===== config.mk =====
export PLATFORM = sky130hd
export DESIGN_NAME = adcc_top
export DESIGN_NICKNAME = d
export VERILOG_FILES = /design/src/design/adcc_pkg.sv /design/src/design/adcc_top.sv /design/src/design/adcc_timer.sv
export VERILOG_INCLUDE_DIRS = /design/src /design/src/design
export SDC_FILE = /design/constraint.sdc
export NUM_CORES = 1
export LEC_CHECK = 0
export ABC_AREA = 0
export CAP_MARGIN = 20
export CORE_ASPECT_RATIO = 0.7
export CORE_MARGIN = 8
export CORE_UTILIZATION = 65
export CTS_CLUSTER_DIAMETER = 200
export DETAILED_ROUTE_END_ITERATION = 6
export DONT_BUFFER_PORTS = 1
export GPL_ROUTABILITY_DRIVEN = 0
export PLACE_DENSITY = 0.82
export SYNTH_ARGS = -nofsm -noshare
export SYNTH_HDL_FRONTEND = slang
export SYNTH_SLANG_ARGS = --single-unit

===== constraint.sdc =====
create_clock -name pclk -period 5.8 [get_ports pclk]
set_clock_uncertainty 0.15 [all_clocks]
set_input_delay 0.29 -clock pclk [delete_from_list [all_inputs] [get_ports pclk]]
set_output_delay 0.29 -clock pclk [all_outputs]
set_load 0.02 [all_outputs]

===== src/design/adcc_regs.svh =====
// register offsets, field positions, reset values and timing counts
`ifndef ADCC_REGS_SVH
`define ADCC_REGS_SVH

`define ADCC_OFF_CTRL 12'h000
`define ADCC_OFF_CMD 12'h004
`define ADCC_OFF_STATUS 12'h008
`define ADCC_OFF_OVS 12'h00C
`define ADCC_OFF_SDATA 12'h010
`define ADCC_OFF_QDATA 12'h014

`define ADCC_TB_MSB 20
`define ADCC_TB_LSB 16
`define ADCC_CLOCK_DIVIDER_SETTING_MSB 14
`define ADCC_CLOCK_DIVIDER_SETTING_LSB 8
`define ADCC_FILT_MSB 5
`define ADCC_FILT_LSB 4
`define ADCC_TAIL_BIT 3
`define ADCC_MODE_MSB 1
`define ADCC_MODE_LSB 0

`define ADCC_TB_RST 5'h1F
`define ADCC_CLOCK_DIVIDER_SETTING_RST 7'h00
`define ADCC_FILT_RST 2'h0
`define ADCC_MODE_RST 2'h0

`define ADCC_CMD_SGL_GO 0
`define ADCC_CMD_SGL_HALT 1
`define ADCC_CMD_SEQ_GO 2
`define ADCC_CMD_SEQ_HALT 3

`define ADCC_OVS_EN_BIT 4
`define ADCC_OVS_CODE_MAX 4'hB
`define ADCC_BG_MULT 8'h05

`define ADCC_FILT_ONCHIP_DECOUPLING 2'h1
`define ADCC_FILT_RC 2'h2
`define ADCC_MODE_FASTREF 2'h1
`define ADCC_MODE_KEEPREF 2'h2
`define ADCC_MODE_KEEPALL 2'h3

`endif


===== src/design/adcc_pkg.sv =====
// types shared by the converter control block
package adcc_pkg;

  typedef struct packed {
    logic [4:0] warmup_time_unit;
    logic [6:0] clock_divider_setting;
    logic [1:0] input_filter_select;
    logic single_after_scan;
    logic [1:0] warm_retention_select;
  } adcc_ctrl_t;

  typedef struct packed {
    logic power_en;
    logic ref_en;
    logic onchip_decoupling;
    logic resistor_capacitor_filter;
    logic sample_req;
    logic sample_scan;
    logic conv_clk;
  } adcc_core_t;

  typedef enum logic [3:0] {
    ADCC_S_IDLE = 4'b0001,
    ADCC_S_WARM = 4'b0010,
    ADCC_S_REFW = 4'b0100,
    ADCC_S_CONV = 4'b1000
  } adcc_state_t;

endpackage : adcc_pkg


===== src/design/adcc_top.sv =====
// converter control, command sequencing and warm-up with an APB slave
`timescale 1ns/1ps
`include "adcc_regs.svh"

// Behaviour
// - ratio codes 9, 10 and 11 accumulate 1024, 2048 and 4096 samples.
// - converter warm-up lasts time unit plus one peripheral clock cycles.
// - reference warm-up lasts five times (time unit plus one) cycles.
// - the converter clock toggles every setting+1 peripheral clock cycles.
// - filter 0 selects nothing, 1 decoupling, 2 the RC filter.
// - without tailgating a scan wins but waits for a running single.
// - with tailgating a single starts only right after a scan ends.
// - retention 0 powers the converter down after every conversion.
// - retention 1 skips the reference warm-up.
// - retention 2 keeps the scan reference warm between conversions.
// - retention 3 keeps converter and scan reference warm.
// - writing one to command bits 0..3 starts or stops single or scan.
module adcc_top #(
  parameter int AW = 12,
  parameter int DW = 12
) (
  input wire logic pclk,
  input wire logic presetn,
  input wire logic psel,
  input wire logic penable,
  input wire logic pwrite,
  input wire logic [AW-1:0] paddr,
  input wire logic [31:0] pwdata,
  output logic [31:0] prdata,
  output logic pready,
  output logic pslverr,
  output adcc_pkg::adcc_core_t core,
  input wire logic core_done,
  input wire logic [DW-1:0] core_data
);
  import adcc_pkg::*;

  localparam int AccW = DW + 12;

  adcc_ctrl_t ctrl_r;
  logic [3:0] ovs_code_r;
  logic ovs_en_r;
  logic [31:0] prdata_r;
  logic pready_r;
  logic pslverr_r;
  adcc_core_t core_r;
  adcc_state_t state_r, state_nxt;
  logic single_pend_r, scan_pend_r, job_scan_r, abort_r, scan_done_r;
  logic conv_warm_r, ref_warm_r;
  logic smp_busy_r;
  logic [12:0] smp_cnt_r;
  logic [AccW-1:0] acc_r;
  logic [DW-1:0] single_res_r, scan_res_r;
  logic single_dv_r, scan_dv_r;
  logic done_m_r, done_s_r, done_d_r;

  logic setup, wr, rd, mapped;
  logic [31:0] rd_val;
  logic cmd_wr, sgl_go, sgl_halt, seq_go, seq_halt;
  logic tick, wdone, need_ref, grant_scan, grant_single;
  logic done_rise, finish, stop_now, job_end;
  logic [3:0] code_eff;
  logic [12:0] n_smp;
  logic [AccW-1:0] sum;
  logic [7:0] unit_len, warm_len;
  logic [7:0] clock_divider_setting_len;

  assign prdata = prdata_r;
  assign pready = pready_r;
  assign pslverr = pslverr_r;
  assign core = core_r;

  // ---------------- APB slave: one wait-free access phase ----------------
  assign setup = psel && !penable;
  assign wr = psel && penable && pready_r && pwrite;
  assign rd = psel && penable && pready_r && !pwrite;
  assign mapped = (paddr == `ADCC_OFF_CTRL) || (paddr == `ADCC_OFF_CMD)
               || (paddr == `ADCC_OFF_STATUS) || (paddr == `ADCC_OFF_OVS)
               || (paddr == `ADCC_OFF_SDATA) || (paddr == `ADCC_OFF_QDATA);

  always_comb begin
    rd_val = 32'h0000_0000;
    unique case (paddr)
      `ADCC_OFF_CTRL: begin
        rd_val[`ADCC_TB_MSB:`ADCC_TB_LSB] = ctrl_r.warmup_time_unit;
        rd_val[`ADCC_CLOCK_DIVIDER_SETTING_MSB:`ADCC_CLOCK_DIVIDER_SETTING_LSB] =
          ctrl_r.clock_divider_setting;
        rd_val[`ADCC_FILT_MSB:`ADCC_FILT_LSB] = ctrl_r.input_filter_select;
        rd_val[`ADCC_TAIL_BIT] = ctrl_r.single_after_scan;
        rd_val[`ADCC_MODE_MSB:`ADCC_MODE_LSB] = ctrl_r.warm_retention_select;
      end
      `ADCC_OFF_STATUS: begin
        rd_val[0] = (state_r != ADCC_S_IDLE) && !job_scan_r;
        rd_val[1] = (state_r != ADCC_S_IDLE) && job_scan_r;
        rd_val[2] = single_pend_r;
        rd_val[3] = scan_pend_r;
        rd_val[4] = conv_warm_r;
        rd_val[5] = ref_warm_r;
        rd_val[8] = single_dv_r;
        rd_val[9] = scan_dv_r;
      end
      `ADCC_OFF_OVS: begin
        rd_val[3:0] = ovs_code_r;
        rd_val[`ADCC_OVS_EN_BIT] = ovs_en_r;
      end
      `ADCC_OFF_SDATA: rd_val[DW-1:0] = single_res_r;
      `ADCC_OFF_QDATA: rd_val[DW-1:0] = scan_res_r;
      default: rd_val = 32'h0000_0000;
    endcase
  end

  always_ff @(posedge pclk or negedge presetn) begin
    if (!presetn) begin
      prdata_r <= 32'h0000_0000;
      pready_r <= 1'b0;
      pslverr_r <= 1'b0;
    end else begin
      pready_r <= setup;
      pslverr_r <= setup && !mapped;
      prdata_r <= setup ? rd_val : 32'h0000_0000;
    end
  end

  // reserved positions are dropped on write and read back as zero
  always_ff @(posedge pclk or negedge presetn) begin
    if (!presetn) begin
      ctrl_r.warmup_time_unit <= `ADCC_TB_RST;
      ctrl_r.clock_divider_setting <= `ADCC_CLOCK_DIVIDER_SETTING_RST;
      ctrl_r.input_filter_select <= `ADCC_FILT_RST;
      ctrl_r.single_after_scan <= 1'b0;
      ctrl_r.warm_retention_select <= `ADCC_MODE_RST;
      ovs_code_r <= 4'h0;
      ovs_en_r <= 1'b0;
    end else if (wr && paddr == `ADCC_OFF_CTRL) begin
      ctrl_r.warmup_time_unit <= pwdata[`ADCC_TB_MSB:`ADCC_TB_LSB];
      ctrl_r.clock_divider_setting <= pwdata[`ADCC_CLOCK_DIVIDER_SETTING_MSB:`ADCC_CLOCK_DIVIDER_SETTING_LSB];
      ctrl_r.input_filter_select <= pwdata[`ADCC_FILT_MSB:`ADCC_FILT_LSB];
      ctrl_r.single_after_scan <= pwdata[`ADCC_TAIL_BIT];
      ctrl_r.warm_retention_select <= pwdata[`ADCC_MODE_MSB:`ADCC_MODE_LSB];
    end else if (wr && paddr == `ADCC_OFF_OVS) begin
      ovs_code_r <= pwdata[3:0];
      ovs_en_r <= pwdata[`ADCC_OVS_EN_BIT];
    end
  end

  // ---------------- commands ----------------
  assign cmd_wr = wr && (paddr == `ADCC_OFF_CMD);
  assign sgl_go = cmd_wr && pwdata[`ADCC_CMD_SGL_GO];
  assign sgl_halt = cmd_wr && pwdata[`ADCC_CMD_SGL_HALT];
  assign seq_go = cmd_wr && pwdata[`ADCC_CMD_SEQ_GO];
  assign seq_halt = cmd_wr && pwdata[`ADCC_CMD_SEQ_HALT];

  // a start that meets its own grant stays pending; a stop beats a start
  always_ff @(posedge pclk or negedge presetn) begin
    if (!presetn) begin
      single_pend_r <= 1'b0;
      scan_pend_r <= 1'b0;
    end else begin
      if (sgl_halt) single_pend_r <= 1'b0;
      else if (sgl_go) single_pend_r <= 1'b1;
      else if (grant_single) single_pend_r <= 1'b0;
      if (seq_halt) scan_pend_r <= 1'b0;
      else if (seq_go) scan_pend_r <= 1'b1;
      else if (grant_scan) scan_pend_r <= 1'b0;
    end
  end

  always_ff @(posedge pclk or negedge presetn) begin
    if (!presetn) begin
      abort_r <= 1'b0;
    end else if (state_nxt == ADCC_S_IDLE) begin
      abort_r <= 1'b0;
    end else if ((sgl_halt && !job_scan_r) || (seq_halt && job_scan_r)) begin
      abort_r <= state_r != ADCC_S_IDLE;
    end
  end

  // ---------------- converter clock and warm-up timing ----------------
  assign clock_divider_setting_len = {1'b0, ctrl_r.clock_divider_setting} + 8'h01;
  assign unit_len = {3'b000, ctrl_r.warmup_time_unit} + 8'h01;
  // longest bandgap count is 160 cycles, so eight bits suffice
  assign warm_len = (state_r == ADCC_S_REFW) ?
                    8'(unit_len * `ADCC_BG_MULT) : unit_len;

  adcc_timer #(.W(8)) u_clock_divider_setting (
    .pclk(pclk),
    .presetn(presetn),
    .run(1'b1),
    .len(clock_divider_setting_len),
    .done(tick)
  );

  adcc_timer #(.W(8)) u_warm (
    .pclk(pclk),
    .presetn(presetn),
    .run((state_r == ADCC_S_WARM) || (state_r == ADCC_S_REFW)),
    .len(warm_len),
    .done(wdone)
  );

  // ---------------- sequencer ----------------
  assign grant_scan = (state_r == ADCC_S_IDLE) && scan_pend_r;
  assign grant_single = (state_r == ADCC_S_IDLE) && single_pend_r
    && !scan_pend_r
    && (!ctrl_r.single_after_scan || scan_done_r);
  // the fast-reference mode never waits for the bandgap
  assign need_ref = (ctrl_r.warm_retention_select != `ADCC_MODE_FASTREF)
    && !(ref_warm_r && job_scan_r);
  assign stop_now = abort_r && tick;
  assign done_rise = done_s_r && !done_d_r;
  assign code_eff = (ovs_code_r > `ADCC_OVS_CODE_MAX) ?
                    `ADCC_OVS_CODE_MAX : ovs_code_r;
  // code c gives 2^(c+1) samples: 9 -> 1024, 10 -> 2048, 11 -> 4096
  assign n_smp = ovs_en_r ? (13'h0002 << code_eff) : 13'h0001;
  assign sum = acc_r + {{(AccW-DW){1'b0}}, core_data};
  assign finish = (state_r == ADCC_S_CONV) && done_rise && smp_busy_r
    && !stop_now && (smp_cnt_r == n_smp - 13'h0001);
  assign job_end = (state_r != ADCC_S_IDLE) && (state_nxt == ADCC_S_IDLE);

  always_comb begin
    state_nxt = state_r;
    unique case (state_r)
      ADCC_S_IDLE: begin
        if (grant_scan || grant_single) begin
          if (!conv_warm_r) state_nxt = ADCC_S_WARM;
          else state_nxt = ADCC_S_CONV;
        end
      end
      ADCC_S_WARM: begin
        if (stop_now) state_nxt = ADCC_S_IDLE;
        else if (wdone && need_ref) state_nxt = ADCC_S_REFW;
        else if (wdone) state_nxt = ADCC_S_CONV;
      end
      ADCC_S_REFW: begin
        if (stop_now) state_nxt = ADCC_S_IDLE;
        else if (wdone) state_nxt = ADCC_S_CONV;
      end
      ADCC_S_CONV: begin
        if (stop_now || finish) state_nxt = ADCC_S_IDLE;
      end
      default: state_nxt = ADCC_S_IDLE;
    endcase
  end

  always_ff @(posedge pclk or negedge presetn) begin
    if (!presetn) begin
      state_r <= ADCC_S_IDLE;
      job_scan_r <= 1'b0;
      scan_done_r <= 1'b0;
    end else begin
      state_r <= state_nxt;
      if (grant_scan || grant_single) job_scan_r <= grant_scan;
      scan_done_r <= finish && job_scan_r;
    end
  end

  // retention decided at the end of every job, aborted or not
  always_ff @(posedge pclk or negedge presetn) begin
    if (!presetn) begin
      conv_warm_r <= 1'b0;
      ref_warm_r <= 1'b0;
    end else if (job_end) begin
      conv_warm_r <= ctrl_r.warm_retention_select == `ADCC_MODE_KEEPALL;
      ref_warm_r <= job_scan_r
        && ctrl_r.warm_retention_select[1];
    end else if (state_r == ADCC_S_WARM && wdone) begin
      conv_warm_r <= 1'b1;
    end else if (state_r == ADCC_S_REFW && wdone) begin
      ref_warm_r <= 1'b1;
    end else if (state_r == ADCC_S_IDLE) begin
      if (ctrl_r.warm_retention_select != `ADCC_MODE_KEEPALL)
        conv_warm_r <= 1'b0;
      if (!ctrl_r.warm_retention_select[1]) ref_warm_r <= 1'b0;
    end
  end

  // ---------------- sampling and accumulation ----------------
  // done comes from the analog side, so it is synchronised first
  always_ff @(posedge pclk or negedge presetn) begin
    if (!presetn) begin
      done_m_r <= 1'b0;
      done_s_r <= 1'b0;
      done_d_r <= 1'b0;
    end else begin
      done_m_r <= core_done;
      done_s_r <= done_m_r;
      done_d_r <= done_s_r;
    end
  end

  always_ff @(posedge pclk or negedge presetn) begin
    if (!presetn) begin
      smp_busy_r <= 1'b0;
      smp_cnt_r <= 13'h0000;
      acc_r <= '0;
    end else if (state_r != ADCC_S_CONV || stop_now || finish) begin
      smp_busy_r <= 1'b0;
      smp_cnt_r <= 13'h0000;
      acc_r <= '0;
    end else if (smp_busy_r && done_rise) begin
      smp_busy_r <= 1'b0;
      smp_cnt_r <= smp_cnt_r + 13'h0001;
      acc_r <= sum;
    end else if (!smp_busy_r && tick) begin
      smp_busy_r <= 1'b1;
    end
  end

  // a result read clears its flag unless a new result lands the same cycle
  always_ff @(posedge pclk or negedge presetn) begin
    if (!presetn) begin
      single_res_r <= '0;
      scan_res_r <= '0;
      single_dv_r <= 1'b0;
      scan_dv_r <= 1'b0;
    end else begin
      if (finish && !job_scan_r) begin
        single_res_r <= DW'(sum >> (ovs_en_r ? code_eff + 4'h1 : 4'h0));
        single_dv_r <= 1'b1;
      end else if (rd && paddr == `ADCC_OFF_SDATA) begin
        single_dv_r <= 1'b0;
      end
      if (finish && job_scan_r) begin
        scan_res_r <= DW'(sum >> (ovs_en_r ? code_eff + 4'h1 : 4'h0));
        scan_dv_r <= 1'b1;
      end else if (rd && paddr == `ADCC_OFF_QDATA) begin
        scan_dv_r <= 1'b0;
      end
    end
  end

  // ---------------- pins toward the converter core ----------------
  always_ff @(posedge pclk or negedge presetn) begin
    if (!presetn) begin
      core_r <= '0;
    end else begin
      core_r.power_en <= (state_nxt != ADCC_S_IDLE) || conv_warm_r;
      core_r.ref_en <= (state_nxt == ADCC_S_REFW)
        || (state_nxt == ADCC_S_CONV) || ref_warm_r;
      core_r.onchip_decoupling <=
        ctrl_r.input_filter_select == `ADCC_FILT_ONCHIP_DECOUPLING;
      core_r.resistor_capacitor_filter <=
        ctrl_r.input_filter_select == `ADCC_FILT_RC;
      core_r.sample_req <= (state_r == ADCC_S_CONV) && !smp_busy_r
        && tick && !stop_now && !finish;
      core_r.sample_scan <= job_scan_r;
      if (tick) core_r.conv_clk <= !core_r.conv_clk;
    end
  end

  // ---------------- checks ----------------
  logic [7:0] st_cyc_r;
  always_ff @(posedge pclk or negedge presetn) begin
    if (!presetn) st_cyc_r <= 8'h01;
    else if (state_nxt != state_r) st_cyc_r <= 8'h01;
    else st_cyc_r <= st_cyc_r + 8'h01;
  end

  a_ovs_ratio: assert property (@(posedge pclk) disable iff (!presetn)
    (ovs_en_r && ovs_code_r == 4'hA) |-> n_smp == 13'd2048)
    else $error("ratio code 10 does not give 2048 samples");
  a_warm_len: assert property (@(posedge pclk) disable iff (!presetn)
    (state_r == ADCC_S_WARM && wdone && !stop_now)
      |-> st_cyc_r == unit_len)
    else $error("converter warm-up length wrong");
  a_ref_len: assert property (@(posedge pclk) disable iff (!presetn)
    (state_r == ADCC_S_REFW && wdone && !stop_now)
      |-> st_cyc_r == 8'(unit_len * 8'h05))
    else $error("bandgap warm-up length wrong");
  a_div_tick: assert property (@(posedge pclk) disable iff (!presetn)
    tick |=> core_r.conv_clk != $past(core_r.conv_clk))
    else $error("converter clock did not follow the divider");
  a_filter_pins: assert property (@(posedge pclk) disable iff (!presetn)
    ##1 core_r.onchip_decoupling == ($past(ctrl_r.input_filter_select) == 2'h1)
    && core_r.resistor_capacitor_filter
       == ($past(ctrl_r.input_filter_select) == 2'h2))
    else $error("filter pins disagree with select");
  a_scan_first: assert property (@(posedge pclk) disable iff (!presetn)
    (state_r == ADCC_S_IDLE && scan_pend_r) |=> job_scan_r)
    else $error("single won over a pending scan");
  a_tail_gate: assert property (@(posedge pclk) disable iff (!presetn)
    (state_r == ADCC_S_IDLE && state_nxt != ADCC_S_IDLE && !scan_pend_r
     && ctrl_r.single_after_scan) |-> $past(finish && job_scan_r))
    else $error("single started while not right after scan");
  a_mode0_down: assert property (@(posedge pclk) disable iff (!presetn)
    (job_end && ctrl_r.warm_retention_select == 2'h0)
      |=> !conv_warm_r ##1 !core_r.power_en || state_r != ADCC_S_IDLE)
    else $error("converter left powered in retention mode 0");
  a_fast_ref: assert property (@(posedge pclk) disable iff (!presetn)
    (ctrl_r.warm_retention_select == 2'h1 && state_r == ADCC_S_WARM)
      |=> state_r != ADCC_S_REFW)
    else $error("reference warm-up run in fast mode");
  a_keep_ref: assert property (@(posedge pclk) disable iff (!presetn)
    (job_end && job_scan_r && ctrl_r.warm_retention_select == 2'h2)
      |=> ref_warm_r && !conv_warm_r)
    else $error("scan reference not retained");
  a_keep_all: assert property (@(posedge pclk) disable iff (!presetn)
    (job_end && ctrl_r.warm_retention_select == 2'h3) |=> conv_warm_r)
    else $error("converter not retained");
  a_cmd_start: assert property (@(posedge pclk) disable iff (!presetn)
    (seq_go && !seq_halt) |=> scan_pend_r)
    else $error("scan start command lost");
  a_stop_abort: assert property (@(posedge pclk) disable iff (!presetn)
    stop_now |=> state_r == ADCC_S_IDLE && !scan_done_r && !smp_busy_r)
    else $error("stop did not abort cleanly");

endmodule : adcc_top


===== src/design/adcc_timer.sv =====
// cycle counter that flags every len-th cycle while run is held
`timescale 1ns/1ps
module adcc_timer #(
  parameter int W = 8
) (
  input wire logic pclk,
  input wire logic presetn,
  input wire logic run,
  input wire logic [W-1:0] len,
  output logic done
);
  logic [W-1:0] cnt_r;
  logic [W-1:0] last;

  // a shortened len mid-count ends the period at once instead of wrapping
  assign last = len - {{(W-1){1'b0}}, 1'b1};
  assign done = run && (cnt_r >= last);

  always_ff @(posedge pclk or negedge presetn) begin
    if (!presetn) begin
      cnt_r <= '0;
    end else if (!run || done) begin
      cnt_r <= '0;
    end else begin
      cnt_r <= cnt_r + {{(W-1){1'b0}}, 1'b1};
    end
  end
endmodule : adcc_timer


-- Yosys cells after proc, flatten, opt, wreduce, memory -nomap -nowiden
Cells that the tools add are included.
- flip-flop bits (word level): 146
- latch bits: 0
- RAM bits: 0
- ROM bits: 0
- bits of input ports: 62
- output and inout port bits: 41
- word-level logic and storage cells: 219
- memories kept: 0
- $add $sub $neg: 10
- multipliers: 1
- divide/modulo/power cells: 0
- magnitude comparators: 3
- eq/ne operators: 24
- shifts and indexed selects: 2
- multiplexer cells: 53
- bitwise gates (word level): 1
- reductions and logical operators: 88
- operators with widths (cell ; count):
    2-to-1 mux 24 bit ; 2
    logical AND 1 bit ; 45
    2-to-1 mux 13 bit ; 3
    2-to-1 mux 4 bit ; 9
    2-to-1 mux 1 bit ; 25
    adder 24 x 12 -> 24 bit ; 1
    == test 12 x 4 -> 1 bit, second input constant ; 2
    == test 12 x 5 -> 1 bit, second input constant ; 2
    2-to-1 mux 8 bit ; 3
    right shift 24 x 4 -> 12 bit ; 1
    2-to-1 mux 21 bit ; 1
    case mux 2 bit (5 select lines) ; 2
    nonzero test 3 bit ; 6
    adder 8 x 1 -> 8 bit, second input constant ; 2
    >= comparator 8 bit ; 2
    logical OR 1 bit ; 16
    case mux 4 bit (4 select lines) ; 1
    subtractor 8 x 1 -> 8 bit, second input constant ; 2
    adder 13 x 1 -> 13 bit, second input constant ; 1
    == test 13 bit ; 1
    logical NOT 1 bit ; 13
    left shift 2 x 4 -> 13 bit, first input constant ; 1
    subtractor 13 x 1 -> 13 bit, second input constant ; 1
    == test 12 x 3 -> 1 bit, second input constant ; 1
    other kinds (28) ; 39

-- Logic depth before layout (Yosys ltp)
- word-level depth: 14
- mapped depth: 18
- gate-level depth less buffers: 17

-- By module
From an unflattened synthesis, not the netlist that was laid out.
- cells, all modules: 1185
- area, all modules: 10358.7 µm²
- by module, submodules not included (module ; instances ; cells an instance ; area an instance (µm²) ; sequential area each (µm²)):
    adcc_top ; 1 ; 1047 ; 9012.4 ; 3235.6
    adcc_timer ; 2 ; 69 ; 673.1 ; 200.2

-- Least setup slack after synthesis
Ideal clock, no wire load.
- path kind: reg-to-reg
- from: register ctrl_r[14] in the netlist's numbering
- to: register core_r (netlist bit core[5])
- setup time: 0.131 ns
- data arrival time: 3.899 ns
- data required time: 5.519 ns
- setup slack: 1.619 ns
- stages on the path, launching flop included: 19
- path buffers: 1
- period minus slack after synthesis: 4.181 ns
- cell sequence: dfstp_2 > clkbuf_1 > nand3_1 > xor2_1 > xnor2_1 > ha_1 > fa_1 > xor2_1 > nor2_1 > a21oi_1 > nand3b_1 > xnor2_1 > ha_1 > or2_2 > a21oi_1 > a21oi_1 > o2111ai_1 > nand3_2 > or3_1
- longest elaborated chain between the ends: 13
- elaborated cells on any way between the ends: 16
- those cells by class: 2 x add/sub; 1 x mul; 1 x order compare; 2 x eq/ne; 6 x mux; 4 x reduce/logical
- ends and longest elaborated chain (item ; line ; RTL):
    start, declared ; adcc_top.sv:40 ; adcc_ctrl_t ctrl_r;
    adder 5 x 1 -> 6 bit * ; adcc_top.sv:180 ; assign unit_len = {3'b000, ctrl_r.warmup_time_unit} + 8'h01;
    multiplier 6 x 3 -> 8 bit (no source line) ; n/a ;
    2-to-1 mux 8 bit * ; adcc_top.sv:182 ; assign warm_len = (state_r == ADCC_S_REFW) ?
    subtractor 8 x 1 -> 8 bit * ; adcc_timer.sv:16 ; assign last = len - {{(W-1){1'b0}}, 1'b1};
    >= comparator 8 bit * ; adcc_timer.sv:17 ; assign done = run && (cnt_r >= last);
    logical AND 1 bit * ; adcc_timer.sv:17 ;
    2-to-1 mux 4 bit / logical AND 1 bit (equally long branches) ; adcc_top.sv:232, adcc_top.sv:236, adcc_top.sv:231 ;
    2-to-1 mux 4 bit ; adcc_top.sv:231 ; else if (wdone && need_ref) state_nxt = ADCC_S_REFW;
    2-to-1 mux 4 bit ; adcc_top.sv:230 ; if (stop_now) state_nxt = ADCC_S_IDLE;
    case mux 4 bit (4 select lines) * ; adcc_top.sv:222 ; unique case (state_r)
    via state_nxt[3] ; adcc_top.sv:47 ; adcc_state_t state_r, state_nxt;
    == test 4 x 3 -> 1 bit / == test 4 bit (equally long branches) ; adcc_top.sv:338, adcc_top.sv:339 ;
    logical OR 1 bit * (2 in series) ; adcc_top.sv:339 ; || (state_nxt == ADCC_S_CONV) || ref_warm_r;
    end, declared ; adcc_top.sv:46 ; adcc_core_t core_r;
The timed path passes the listed nets; every way through them passes the cells marked *.
A chain may end at the register's enable or synchronous reset.

-- Final worst setup path
- from: register ovs_code_r[3]
- to: register core_r (netlist bit core[5])
- longest elaborated chain between the ends: 13
- elaborated cells on any way between the ends: 14
- those cells by class: 1 x add/sub; 1 x order compare; 3 x eq/ne; 1 x shift; 4 x mux; 4 x reduce/logical
- ends and longest elaborated chain (item ; line ; RTL):
    start, declared ; adcc_top.sv:41 ; logic [3:0] ovs_code_r;
    start signal, assigned ; adcc_top.sv:141 ; ovs_code_r <= pwdata[3:0];
    greater-than comparator 4 bit (no source line) ; n/a ;
    2-to-1 mux 4 bit * ; adcc_top.sv:211 ; assign code_eff = (ovs_code_r > `ADCC_OVS_CODE_MAX) ?
    left shift 2 x 4 -> 13 bit * ; adcc_top.sv:214 ; assign n_smp = ovs_en_r ? (13'h0002 << code_eff) : 13'h0001;
    2-to-1 mux 13 bit * ; adcc_top.sv:214 ;
    subtractor 13 x 1 -> 13 bit * ; adcc_top.sv:217 ; && !stop_now && (smp_cnt_r == n_smp - 13'h0001);
    == test 13 bit * ; adcc_top.sv:217 ;
    logical AND 1 bit * ; adcc_top.sv:217 ;
    logical OR 1 bit * ; adcc_top.sv:239 ; if (stop_now || finish) state_nxt = ADCC_S_IDLE;
    2-to-1 mux 4 bit * ; adcc_top.sv:239 ;
    case mux 4 bit (4 select lines) * ; adcc_top.sv:222 ;
    via state_nxt[3] ; adcc_top.sv:47 ;
    == test 4 x 3 -> 1 bit / == test 4 bit (equally long branches) ; adcc_top.sv:338, adcc_top.sv:339 ;
    logical OR 1 bit * (2 in series) ; adcc_top.sv:339 ;
Marks and branches as above.

==> out/qor.csv <==
stage,metric,value,unit
status,status,"complete, no violations",
worst_hold_path,Hold Path Depth,3,
detailed_routing,Antenna Nets Post-Route,0,
timing,Pins Over Slew Limit,0,
flow_run,maxcap violations,0,
global_routing,maximum number of pins on one net before global-route repair,146,
timing,RSZ-0062 raised after global routing,no,
timing,Tmin final,4.781,ns
cells_and_area,P&R area growth vs syn,8.974,%
worst_setup_path,CP Class,reg -> reg,
synth,flip-flop and latch count after synthesis,145,
cells_and_area,Final Core Density,0.7199,
synth,Most used DFF post-synth,dfrtp_1,
floorplanning,die area,0.01998,mm²
pwr,Leak,0.004943,µW
floorplanning,initial core utilization,0.6607,
worst_hold_path,hold endpoint,prdata[1],
detailed_routing,Avg WL per Cell,19.72,µm
timing,hold slack,0.03531,ns
timing,TNS Setup,0,ns
floorplanning,die span in x,165.6,µm
worst_setup_path,Critical R2R Launch,ovs_code_r[3],
worst_setup_path,Critical Path AT,4.93,ns
pwr,PD cells,207.2,mW/mm²
cells_and_area,share of post-route cells with drive strength above 1,0.08608,
floorplanning,Die Height,120.7,µm
clock_tree,clk slew on worst S/H paths,0.06,ns
floorplanning,row count,38,
timing,worst slew pin tran,0.9511,ns
clock_tree,CTS tree,done,
global_routing,Total GRT Usage,0.2763,
placement,Buffers on Ports,0,
detailed_routing,DR iter-0 viols,1196,
synth,mapped cell area,0.01018,mm²
worst_setup_path,critical path required time,5.95,ns
clock_tree,"Setup Fix Bufs, Post-CTS",0,
pwr,Overall Power,2298,µW
cells_and_area,most frequent cells in the layout,"dfrtp_1, nor2_1, nand2_1",
global_routing,first-pass GRT wire length,44530,µm
global_routing,grt ovf,0,
clock_tree,H-tree depth,4,
detailed_routing,drt drc,0,
cells_and_area,"commonest non-fill, non-tap cell in the layout",dfrtp_1,
detailed_routing,Vias/cell,6.633,
synth,Yosys warnings,0,
worst_setup_path,Crit Reg-Reg Endpoint,core[5],
global_routing,vias in the first global route,8483,
clock_tree,worst-skew pair later-pin latency,0.43,ns
floorplanning,Core Region,0.01540,mm²
global_routing,initial antenna violation count,2,
synth,Mapped Cells,1186,
detailed_routing,drt pass-1 iters,6,
synth,Yosys cell types,82,
clock_tree,Bufs on Longest Clock Path,2,
placement,placed cell area,0.01012,mm²
worst_setup_path,Crit Path Max Fanout,40,
worst_hold_path,hold_sp,paddr[2],
worst_hold_path,hold crit path type,in -> reg,
synth,"FFs w/ async S/R, synth",1.000,
timing,"Hold Vio Cnt, Final",0,
cells_and_area,Nets,1278,
worst_setup_path,R2R depth,14,
floorplanning,# IOs,103,
worst_setup_path,r2r setup slk,1.02,ns
timing,fmax,0.2091,GHz
cells_and_area,post-route cell area,0.01109,mm²
clock_tree,TritonCTS buffer count,17,
timing,crit share post-route,0.8244,
worst_setup_path,Setup crit end kind,flop,
placement,hpwl dp,18820,µm
detailed_routing,vias post-DR,9194,
detailed_routing,final WL,27330,µm
clock_tree,Num Clock Sinks,145,
timing,final setup fails,0,
pwr,peak supply drop,0.1773,mV
clock_tree,CTS root buf,clkbuf_16,
synth,sequential area share after synthesis,0.3573,
synth,"EDFF count, synth",0,
worst_setup_path,Startpoint Class,flop,
synth,Mean Syn Cell Area,8.581,µm²
timing,Worst slew margin,0.3638,
==> registers in the layout (all words and copies together), names as in the netlist, 4 cells and up <==
signal / count
acc_r: 24
prdata: 20
ctrl_r: 17
smp_cnt_r: 13
scan_res_r: 12
single_res_r: 12
u_clock_divider_setting.cnt_r: 8
u_warm.cnt_r: 8
core: 7
ovs_code_r: 4
state_r: 4
==> synth_stat cells, drive strengths merged (15+ instances only) <==
cell / number / area share
ha: 42 / 0.052
a21oi: 83 / 0.041
and3: 21 / 0.013
xor2: 37 / 0.032
xnor2: 28 / 0.024
dfrtp: 139 / 0.34
a211oi: 15 / 0.011
and2: 20 / 0.012
nand3: 39 / 0.020
clkbuf: 44 / 0.016
nor2: 133 / 0.049
inv: 34 / 0.013
nor3: 35 / 0.017
mux2i: 17 / 0.017
a21o: 17 / 0.013
nand2: 106 / 0.039
o21ai: 59 / 0.030
mux2: 35 / 0.039
buf: 39 / 0.025
a31oi: 15 / 0.0092
==> routing by layer <==
metal  up-vias  wire (µm)  GRT usage
met5         -         13          0
met4         2        633    0.08788
met3        76       3022    0.08489
met2       507      11870     0.3916
met1      4352      11790     0.3951
li1       4257          -          -
==> worst max-delay path by stage <==
stage / from / endpoint / slack (ns) / depth (start not counted)
finish: ovs_code_r[3] / core[5] / 1.02 / 14
global route: ovs_code_r[3] / core[5] / 0.73 / 14
CTS: ovs_code_r[3] / core[5] / 1.04 / 14
detailed placement: ovs_code_r[3] / core[5] / 1.07 / 14
global placement: ovs_code_r[3] / core[5] / 1.19 / 14
floorplan: ctrl_r[14] / core[5] / 1.62 / 18
==> worst max-delay path, cell delays in order (launching register included) <==
cell and delay [ns]:
dfrtp_1 0.63, a21oi_1 0.44, inv_1 0.12, ha_1 0.25
ha_1 0.25, or4_1 0.53, a211o_1 0.34, or3_1 0.35
nand2_1 0.06, and4_1 0.25, and4_4 0.29, nand2b_2 0.12
buf_4 0.37, nand3_2 0.13, or3_1 0.37
==> stage by stage <==
stage | std cells | setup slack (ns)
2_1_floorplan | 1197 | 1.619
3_3_place_gp | 1322 | 1.193
3_5_place_dp | 1322 | 1.070
4_1_cts | 1384 | 1.043
5_1_grt | 1386 | 0.7342
6_report | 1386 | 1.019
==> layout make-up <==
cell class / instances / area [µm²]
Clock buffer: 18 / 439.2
Tap cell: 200 / 250.2
Fill cell: 1140 / 4314
Antenna cell: 1 / 2.502
Inverter: 34 / 127.6
Timing Repair Buffer: 39 / 405.4
Multi-Input combinational cell: 935 / 6042
Sequential cell: 145 / 3636
Clock inverter: 14 / 187.7
==> logic make-up after synthesis <==
logic type,synth area share
muxes,0.05766
AOI/OAI and AO/OA,0.2081
xor gates and xnor gates,0.05594
DFF,0.3573
other,0.0003685
adders and majority gates,0.05557
buffers and inverters,0.05360
and+or+nand+nor,0.2115
==> power breakdown <==
group	internal [µW]	switching [µW]	total [µW]
clock	671	491	1160
combinational	36.2	65.5	102
sequential	1020	14.8	1030
==> repair_timing <==
action                                 in CTS  in global routing
hold buffers                               30                  0
endpoints found under the hold margin     192                  0
resized for setup                           0                  0
Note: power is estimated with default switching activity, not from simulation.
